<file path="config.mk">
export PLATFORM = sky130hd
export DESIGN_NAME = ssby_ctrl
export DESIGN_NICKNAME = d
export VERILOG_FILES = /design/src/shared/ssby_pkg.sv /design/src/rtl/ssby_wdog.sv /design/src/rtl/ssby_ctrl.sv
export SDC_FILE = /design/constraint.sdc
export NUM_CORES = 1
export LEC_CHECK = 0
export BUFFER_PORTS_ARGS = -buffer_cell sky130_fd_sc_hd__buf_4
export CORE_MARGIN = 4
export CORE_UTILIZATION = 25
export CTS_BUF_LIST = sky130_fd_sc_hd__clkbuf_16
export DETAILED_ROUTE_END_ITERATION = 16
export HOLD_SLACK_MARGIN = 0.03
export SLEW_MARGIN = 10
export SYNTH_ARGS = -nofsm -noshare
export SYNTH_HDL_FRONTEND = slang
export SYNTH_SLANG_ARGS = --single-unit
</file>
<file path="constraint.sdc">
create_clock -name i_mclk -period 1.85 [get_ports i_mclk]
set_input_delay 0.185 -clock i_mclk [delete_from_list [all_inputs] [get_ports i_mclk]]
set_output_delay 0.185 -clock i_mclk [all_outputs]
set_load 0.005 [all_outputs]
</file>
<file path="src/shared/ssby_pkg.sv">
// Shared constants and types for the software standby entry controller.
package ssby_pkg;
    localparam int          ADDR_W       = 4;
    localparam int          DATA_W       = 8;
    localparam int          CNT_W        = 8;
    localparam int          PRESC_W      = 12;
    localparam int          CKS_W        = 3;

    // Register byte addresses.
    localparam logic [3:0]  ADDR_CTRL    = 4'h0;
    localparam logic [3:0]  ADDR_WDCS    = 4'h4;
    localparam logic [3:0]  ADDR_WDCNT   = 4'h8;
    localparam logic [3:0]  ADDR_STAT    = 4'hc;

    // Standby control register fields.
    localparam int          CTRL_STANDBY_SELECT    = 7;
    localparam int          CTRL_SELA    = 6;
    localparam logic [7:0]  CTRL_RST     = 8'h00;
    localparam logic [7:0]  CTRL_MASK    = 8'hc0;

    // Watchdog control and status fields.
    localparam int          WDCS_OVF     = 7;
    localparam int          WDCS_TME     = 6;
    localparam int          WDCS_CKS_LO  = 0;
    localparam logic [7:0]  WDCS_RST     = 8'h00;
    localparam logic [7:0]  WDCS_MASK    = 8'h47;

    localparam logic [7:0]  CNT_RST      = 8'h00;
    localparam logic [7:0]  CNT_MAX      = 8'hff;
    localparam logic [11:0] PRESC_RST    = 12'h000;
    localparam logic [7:0]  RD_ZERO      = 8'h00;

    // One-hot controller states.
    typedef enum logic [2:0] {
        ST_RUN    = 3'b001,
        ST_STANDBY_SELECT   = 3'b010,
        ST_SETTLE = 3'b100
    } ssby_state_t;

    // Halt controls handed to the rest of the chip.
    typedef struct packed {
        logic core;
        logic clocks;
        logic periph;
        logic ext_clk;
    } ssby_halt_t;

    localparam ssby_halt_t HALT_NONE = '{core: 1'b0, clocks: 1'b0, periph: 1'b0, ext_clk: 1'b0};
    localparam ssby_halt_t HALT_ALL  = '{core: 1'b1, clocks: 1'b1, periph: 1'b1, ext_clk: 1'b1};
endpackage

</file>
<file path="src/rtl/ssby_wdog.sv">
// Watchdog counter with a selectable prescaler, used to time oscillator settling.
`timescale 1ns/100ps
module ssby_wdog (
    input  wire logic                         i_mclk,      // System clock.
    input  wire logic                         i_sys_rst,   // Synchronous reset, active high.
    input  wire logic                         i_run,       // Counter advances while high.
    input  wire logic [ssby_pkg::CKS_W-1:0]   i_cks,       // Prescaler tap select.
    input  wire logic                         i_cnt_wr,    // Load strobe for the counter.
    input  wire logic [ssby_pkg::CNT_W-1:0]   i_cnt_wdata, // Value to load.
    output logic      [ssby_pkg::CNT_W-1:0]   o_cnt,       // Current count.
    output logic                              o_ovf        // One-cycle pulse on wrap.
);
    logic [ssby_pkg::PRESC_W-1:0] presc_q;
    logic [ssby_pkg::CNT_W-1:0]   cnt_q;
    logic                         ovf_q;
    logic                         tick;

    // Divide ratios 1, 4, 16, 32, 64, 256, 1024 and 4096 system clocks.
    function automatic logic [ssby_pkg::PRESC_W-1:0] tap_mask(
        input logic [ssby_pkg::CKS_W-1:0] watchdog_clock_select);
        unique case (watchdog_clock_select)
            3'h0:    tap_mask = 12'h000;
            3'h1:    tap_mask = 12'h003;
            3'h2:    tap_mask = 12'h00f;
            3'h3:    tap_mask = 12'h01f;
            3'h4:    tap_mask = 12'h03f;
            3'h5:    tap_mask = 12'h0ff;
            3'h6:    tap_mask = 12'h3ff;
            default: tap_mask = 12'hfff;
        endcase
    endfunction

    assign tick = i_run && ((presc_q & tap_mask(i_cks)) == tap_mask(i_cks));

    always_ff @(posedge i_mclk) begin
        if (i_sys_rst || !i_run) begin
            presc_q <= ssby_pkg::PRESC_RST;
        end else begin
            presc_q <= presc_q + 12'h001;
        end
    end

    always_ff @(posedge i_mclk) begin
        if (i_sys_rst) begin
            cnt_q <= ssby_pkg::CNT_RST;
            ovf_q <= 1'b0;
        end else if (i_cnt_wr) begin
            cnt_q <= i_cnt_wdata;
            ovf_q <= 1'b0;
        end else begin
            if (tick) begin
                cnt_q <= cnt_q + 8'h01;
            end
            ovf_q <= tick && (cnt_q == ssby_pkg::CNT_MAX);
        end
    end

    assign o_cnt = cnt_q;
    assign o_ovf = ovf_q;
endmodule

</file>
<file path="src/rtl/ssby_ctrl.sv">
// Software standby entry controller with its registers and settling watchdog.
//
// Chosen here: the register offsets and the plain strobed port.
`timescale 1ns/100ps
// Summary of operation
// - Sleep with standby select 1 and select_a 0 enters software standby.
// - Standby halts the core, internal clocks and all peripheral modules.
// - Standby stops the external clock output pin.
// - Core and cache register contents stay unchanged on standby entry.
// - Entry pulses an initialise strobe for a subset of peripheral registers.
// - A standby control write takes effect two cycles later.
module ssby_ctrl (
    input  wire logic                          i_mclk,     // System clock, 25 MHz.
    input  wire logic                          i_sys_rst,  // Synchronous reset, active high.
    input  wire logic [ssby_pkg::ADDR_W-1:0]   i_addr,     // Register byte address.
    input  wire logic [ssby_pkg::DATA_W-1:0]   i_wdata,    // Register write data.
    input  wire logic                          i_wr,       // Write strobe.
    input  wire logic                          i_rd,       // Read strobe.
    output logic      [ssby_pkg::DATA_W-1:0]   o_rdata,    // Read data, cycle after i_rd.
    input  wire logic                          i_sleep,    // Core executes sleep, one pulse.
    input  wire logic                          i_wake,     // Wake-up event from standby.
    output ssby_pkg::ssby_halt_t               o_halt,     // Halt controls, registered.
    output logic                               o_periph_init, // Peripheral init pulse.
    output logic                               o_core_retain  // Core state must be kept.
);
    ssby_pkg::ssby_state_t        state_q;
    ssby_pkg::ssby_state_t        state_d;
    logic [ssby_pkg::DATA_W-1:0]  ctrl_q;
    logic [ssby_pkg::DATA_W-1:0]  ctrl_pend_q;
    logic                         pend_v_q;
    logic [ssby_pkg::DATA_W-1:0]  wdcs_q;
    logic [ssby_pkg::DATA_W-1:0]  rdata_q;
    ssby_pkg::ssby_halt_t         halt_q;
    logic                         init_q;
    logic                         retain_q;
    logic [ssby_pkg::CNT_W-1:0]   wd_cnt;
    logic                         wd_ovf;
    logic                         wd_run;
    logic                         wr_ctrl;
    logic                         wr_wdcs;
    logic                         wr_cnt;
    logic                         enter_req;

    function automatic logic low_power(input ssby_pkg::ssby_state_t st);
        low_power = (st != ssby_pkg::ST_RUN);
    endfunction

    assign wr_ctrl = i_wr && (i_addr == ssby_pkg::ADDR_CTRL);
    assign wr_wdcs = i_wr && (i_addr == ssby_pkg::ADDR_WDCS);
    assign wr_cnt  = i_wr && (i_addr == ssby_pkg::ADDR_WDCNT);

    // posted control write
    // The write lands in a holding stage and commits one edge later, so a
    // sleep in the very next cycle may still see the old selection.
    always_ff @(posedge i_mclk) begin
        if (i_sys_rst) begin
            ctrl_pend_q <= ssby_pkg::CTRL_RST;
            pend_v_q    <= 1'b0;
        end else begin
            pend_v_q <= wr_ctrl;
            if (wr_ctrl) begin
                ctrl_pend_q <= i_wdata & ssby_pkg::CTRL_MASK;
            end
        end
    end

    always_ff @(posedge i_mclk) begin
        if (i_sys_rst) begin
            ctrl_q <= ssby_pkg::CTRL_RST;
        end else if (pend_v_q) begin
            ctrl_q <= ctrl_pend_q;
        end
    end

    // Overflow flag: writing 0 clears it, but a new overflow wins.
    always_ff @(posedge i_mclk) begin
        if (i_sys_rst) begin
            wdcs_q <= ssby_pkg::WDCS_RST;
        end else begin
            if (wr_wdcs) begin
                wdcs_q <= (i_wdata & ssby_pkg::WDCS_MASK)
                        | ((wdcs_q[ssby_pkg::WDCS_OVF] & i_wdata[ssby_pkg::WDCS_OVF])
                           ? 8'h80 : 8'h00);
            end
            if (wd_ovf) begin
                wdcs_q[ssby_pkg::WDCS_OVF] <= 1'b1;
            end
        end
    end

    // Reads of the control register forward a posted value so that a
    // read-back right after a write already shows the new selection.
    always_ff @(posedge i_mclk) begin
        if (i_sys_rst) begin
            rdata_q <= ssby_pkg::RD_ZERO;
        end else if (i_rd) begin
            unique case (i_addr)
                ssby_pkg::ADDR_CTRL:  rdata_q <= pend_v_q ? ctrl_pend_q : ctrl_q;
                ssby_pkg::ADDR_WDCS:  rdata_q <= wdcs_q;
                ssby_pkg::ADDR_WDCNT: rdata_q <= wd_cnt;
                ssby_pkg::ADDR_STAT:  rdata_q <= {5'h00, state_q};
                default:              rdata_q <= ssby_pkg::RD_ZERO;
            endcase
        end else begin
            rdata_q <= ssby_pkg::RD_ZERO;
        end
    end

    assign enter_req = i_sleep && ctrl_q[ssby_pkg::CTRL_STANDBY_SELECT]
                       && !ctrl_q[ssby_pkg::CTRL_SELA];

    always_comb begin
        state_d = state_q;
        unique case (state_q)
            ssby_pkg::ST_RUN: begin
                if (enter_req) begin
                    state_d = ssby_pkg::ST_STANDBY_SELECT;
                end
            end
            ssby_pkg::ST_STANDBY_SELECT: begin
                if (i_wake) begin
                    state_d = ssby_pkg::ST_SETTLE;
                end
            end
            ssby_pkg::ST_SETTLE: begin
                if (wd_ovf) begin
                    state_d = ssby_pkg::ST_RUN;
                end
            end
            default: state_d = ssby_pkg::ST_RUN;
        endcase
    end

    always_ff @(posedge i_mclk) begin
        if (i_sys_rst) begin
            state_q <= ssby_pkg::ST_RUN;
        end else begin
            state_q <= state_d;
        end
    end

    // halt core, clocks and pin
    // The external clock stops together with the internal ones; the settling
    // phase keeps everything stopped while the oscillator is unproven.
    always_ff @(posedge i_mclk) begin
        if (i_sys_rst) begin
            halt_q <= ssby_pkg::HALT_NONE;
        end else begin
            halt_q <= low_power(state_d) ? ssby_pkg::HALT_ALL : ssby_pkg::HALT_NONE;
        end
    end

    always_ff @(posedge i_mclk) begin
        if (i_sys_rst) begin
            init_q <= 1'b0;
        end else begin
            init_q <= (state_q == ssby_pkg::ST_RUN) && enter_req;
        end
    end

    // keep core and cache state
    // Only the system reset may clear core state; standby never does.
    always_ff @(posedge i_mclk) begin
        if (i_sys_rst) begin
            retain_q <= 1'b0;
        end else begin
            retain_q <= low_power(state_d);
        end
    end

    // watchdog restarts on wake
    // In run mode the counter follows its enable bit; in standby it is held,
    // and during settling it runs whatever software left in the enable bit.
    assign wd_run = (state_q == ssby_pkg::ST_SETTLE)
                    || ((state_q == ssby_pkg::ST_RUN) && wdcs_q[ssby_pkg::WDCS_TME]);

    ssby_wdog u_wdog (
        .i_mclk      (i_mclk),
        .i_sys_rst   (i_sys_rst),
        .i_run       (wd_run),
        .i_cks       (wdcs_q[ssby_pkg::WDCS_CKS_LO +: ssby_pkg::CKS_W]),
        .i_cnt_wr    (wr_cnt),
        .i_cnt_wdata (i_wdata),
        .o_cnt       (wd_cnt),
        .o_ovf       (wd_ovf)
    );

    assign o_rdata       = rdata_q;
    assign o_halt        = halt_q;
    assign o_periph_init = init_q;
    assign o_core_retain = retain_q;

    a_entry_on_sleep: assert property (@(posedge i_mclk) disable iff (i_sys_rst)
        (state_q == ssby_pkg::ST_RUN) && enter_req |=> (state_q == ssby_pkg::ST_STANDBY_SELECT))
        else $error("Sleep with standby selected did not enter standby.");

    a_no_entry_sela: assert property (@(posedge i_mclk) disable iff (i_sys_rst)
        (state_q == ssby_pkg::ST_RUN) && ctrl_q[ssby_pkg::CTRL_SELA] |=>
        (state_q == ssby_pkg::ST_RUN))
        else $error("Standby entered with select_a set.");

    a_core_halted: assert property (@(posedge i_mclk) disable iff (i_sys_rst)
        $rose(state_q == ssby_pkg::ST_STANDBY_SELECT) |-> o_halt.core && o_halt.clocks && o_halt.periph)
        else $error("Core, clocks or peripherals running in standby.");

    a_ext_clk_stop: assert property (@(posedge i_mclk) disable iff (i_sys_rst)
        (state_q != ssby_pkg::ST_RUN) |=> o_halt.ext_clk || (state_q == ssby_pkg::ST_RUN))
        else $error("External clock still driven in standby.");

    a_retain_core: assert property (@(posedge i_mclk) disable iff (i_sys_rst)
        $rose(o_halt.core) |-> o_core_retain)
        else $error("Core retention not asserted at standby entry.");

    a_init_pulse: assert property (@(posedge i_mclk) disable iff (i_sys_rst)
        o_periph_init |-> $rose(state_q == ssby_pkg::ST_STANDBY_SELECT) ##1 !o_periph_init)
        else $error("Peripheral init pulse not tied to standby entry.");

    a_ctrl_delay: assert property (@(posedge i_mclk) disable iff (i_sys_rst)
        wr_ctrl |-> ##2 (ctrl_q == $past(i_wdata & ssby_pkg::CTRL_MASK, 2)) || $past(wr_ctrl))
        else $error("Control write did not commit two edges later.");

    a_settle_hold: assert property (@(posedge i_mclk) disable iff (i_sys_rst)
        (state_q == ssby_pkg::ST_SETTLE) && !wd_ovf |=> o_halt.clocks)
        else $error("Clocks released before settling overflow.");

    a_settle_done: assert property (@(posedge i_mclk) disable iff (i_sys_rst)
        (state_q == ssby_pkg::ST_SETTLE) && wd_ovf |=> ##1 !o_halt.clocks)
        else $error("Clocks not released after settling overflow.");

    c_enter: cover property (@(posedge i_mclk) disable iff (i_sys_rst)
        $rose(state_q == ssby_pkg::ST_STANDBY_SELECT));
    c_wake: cover property (@(posedge i_mclk) disable iff (i_sys_rst)
        $rose(state_q == ssby_pkg::ST_SETTLE));
    c_resume: cover property (@(posedge i_mclk) disable iff (i_sys_rst)
        (state_q == ssby_pkg::ST_SETTLE) ##1 (state_q == ssby_pkg::ST_RUN));
endmodule

</file>
==> run metrics <==
dpl hpwl=4200 µm; ANT cells=0; Slowest cell on crit path=or4_4; post-synthesis mux area share=4.16%; Post-Route WL=5830 µm; num ports=32; CP peak stage delay=520 ps; reg-to-reg endpoint=u_wdog.o_cnt[7]$_SDFFE_PP0P_; power per cell area=758 mW/mm²; DRT Pass-1 Iters=4; failing checks=setup timing; xor and xnor fraction of the mapped netlist area=3.89%; crit path capture=u_wdog.o_cnt[7]$_SDFFE_PP0P_; drc violations=0; R2R setup slack=-200 ps; placed insts=412; max-slew violation count=0; CTS tree=done; CP arrival=2260 ps; hold buffers post-CTS=0; worst-path fanout max=5; number of global-route vias before repair=1939; Setup WS post-layout=-200 ps; initial core utilization=25.7%; WS Path Type=reg -> reg; I/O Buffers=31; P&R area growth vs syn=36.6%; #FFs+latches synth=50; largest family of logic cells by synthesized area=simple AND/OR/NAND/NOR gates; crit start category=flip-flop; Die Span Y=103 µm; Leak Pwr=0.00118 µW; most common cell after layout, fill and taps aside=buf_4; post-synthesis compound-gate area fraction=15.6%; CTS sink cnt=50; fraction of layout cells with a size suffix above 1=30.7%; min cycle time layout=2050 ps; VDD IR-drop max=394 µV; clk root buf=clkbuf_16; Crit. End Element=flip-flop; Post-Layout Cell Count=424; Register Area=0.00100 mm²; Syn Area/Cell=8.77 µm²; DR vias=2096; crit path cell chain=or3_1, a222oi_1, buf_4, nand3_4, or4_4, a311oi_2; initial antenna violation count=0; Reg-to-Reg Start=wdcs_q[1]$_SDFFE_PP0P_; Tcrit/Tclk final=111%; layout net count=335; core area=0.00876 mm²; drt first-iter violations=111; fmax=0.488 GHz; largest net degree at the start of global routing=34; R2R depth=6; clk_lat worst skew=290 ps; status=finished with violations; Synth Area in Adders=1.11%; maxcap violations=0; Least-Margin Pin Slew=470 ps; asr flop ratio synth=0%; first-pass GRT wire length=9320 µm; unrepaired setup endpoints after global routing=true; CTS Buffer Depth=2; Hold Slack=150 ps; RePlAce Congestion=0.853; full die area=0.0106 mm²; Rows=34; fillers=900; die width=103 µm; worst min-delay path category=in -> reg; total grt overflow=0; Synth Net Count=277; simple-gate share of the synthesized area=26.3%; CTS buffer count=5; ys flop type=dfxtp_1; Final Hold Fails=0; EDFF count, synth=0; Syn Std Cell Area=0.00225 mm²; multi-input logic area=0.00122 mm²; via/cell ratio=4.94; All-Layer GR Usage=11.0%; Cells after Synth=257; fin util=35.1%; Avg WL per Cell=13.7 µm; # setup viols final=8; Final ANT Viol Nets=0; Seq/Total Area, Yosys=44.4%; htree depth=2; Clock Skews=7.29 ps; crit path from=wdcs_q[1]$_SDFFE_PP0P_; commonest cells after routing, fill and taps aside=buf_4, dfxtp_1, nor2_1; CP required=2060 ps; Clock transition at path regs=70 ps; Yosys warning count=0; Distinct cells, synth=49; max_slew headroom=68.6%
[cell type report]
class / instances / share of cell area, %
clock buffer: 5 / 4.07
clock inverter: 3 / 1.59
inverter: 8 / 0.976
multi-input combinational: 184 / 39.8
sequential: 50 / 32.6
tap: 108 / 4.39
timing repair buffer: 66 / 16.6
[per-stage QoR]
| stage | setup TNS, ps | setup WS, ps | power (µW) | cell area (µm²) |
|---|---|---|---|---|
| detailed placement | -1580 | -328 | 1260 | 2780 |
| global route | -1670 | -288 | 2410 | 3080 |
| finish | -998 | -200 | 2330 | 3080 |
| global placement | -1260 | -277 | 1260 | 2780 |
| CTS | -1760 | -346 | 2350 | 3020 |
| floorplan | -438 | -111 | 1200 | 2250 |
[metal layers]
metal | vias to the layer above | global-route usage [%] | wire, µm
met1 | 991 | 13.8 | 2610
met2 | 53 | 18.5 | 2770
li1 | 1043 | - | -
met4 | 0 | 2.59 | 75
met5 | - | 0 | 0
met3 | 9 | 3.72 | 371
[cell usage after synthesis (2+ instances only)]
cell	number	share of area, %
nor2_1	41	6.8
nand2b_1	3	0.83
or4_1	3	1.0
o31ai_1	3	1.0
nand3_1	14	3.1
nand3b_1	3	1.0
dfxtp_1	50	44
a21boi_0	2	0.67
nand2_1	17	2.8
mux2i_1	6	2.7
a32oi_1	6	2.3
buf_4	4	1.3
a31oi_1	3	0.83
xor2_1	6	2.3
inv_1	8	1.3
nor2b_1	2	0.56
o21ai_0	5	1.1
mux2_2	3	1.5
nor3_1	6	1.3
a21oi_1	8	1.8
or3_1	3	0.83
nor3b_1	6	2.0
a22o_1	4	1.6
clkbuf_1	8	1.3
buf_1	2	0.33
nor4_1	4	1.1
xnor2_1	4	1.6
nand4_1	3	0.83
and3_1	3	0.83
ha_1	2	1.1
a2bb2oi_1	2	0.78
and4_1	2	0.78
a311oi_1	5	1.9
[report_power, final]
group / internal [µW] / switching [µW] / total, µW
registers: 1090 / 20.9 / 1110
clock network: 648 / 432 / 1080
logic: 72.0 / 72.0 / 144
total: 1810 / 525 / 2330
[repair_timing]
action / 4_1_cts / 5_1_grt
pin swaps: 13 / 7
setup buffers: 5 / 1
gates cloned: 0 / 0
gates resized for setup: 11 / 11
endpoints found under the setup margin: 8 / 10
[how the worst min path moves through the flow]
stage	endpoint	cells after the start	startpoint
2_1_floorplan	wdcs_q[0]$_SDFFE_PP0P_	2	i_wdata[0]
5_1_grt	wdcs_q[1]$_SDFFE_PP0P_	3	i_wdata[1]
6_report	wdcs_q[1]$_SDFFE_PP0P_	3	i_wdata[1]
4_1_cts	wdcs_q[0]$_SDFFE_PP0P_	3	i_wdata[0]
3_3_place_gp	ctrl_pend_q[6]$_SDFFE_PP0P_	2	ctrl_pend_q[6]$_SDFFE_PP0P_
3_5_place_dp	wdcs_q[1]$_SDFFE_PP0P_	3	i_wdata[1]
[state kept, by name (all words and copies together), names as in the netlist]
register        cells
wdcs_q              5
o_rdata             8
pend_v_q            1
o_halt              1
u_wdog.o_ovf        1
o_periph_init       1
ctrl_pend_q         2
u_wdog.presc_q     12
state_q             3
u_wdog.o_cnt        8
ctrl_q              8
[cell families after synthesis]
family,count (synthesis)
AND/OR/NAND/NOR,116
multiplexers,9
AO/OA/AOI/OAI,47
adder cells (fa/ha/maj),2
buffers and inverters,23
flip-flops,50
XOR/XNOR,10
[critical path: cells and delay by family, from the launching register on]
family | cells | cell delay (ps)
and+or+nand+nor | 3 | 970
AOI/OAI and AO/OA | 2 | 480
DFF | 1 | 340
buffers and inverters | 1 | 180
Power figures use the tool's default switching activity.
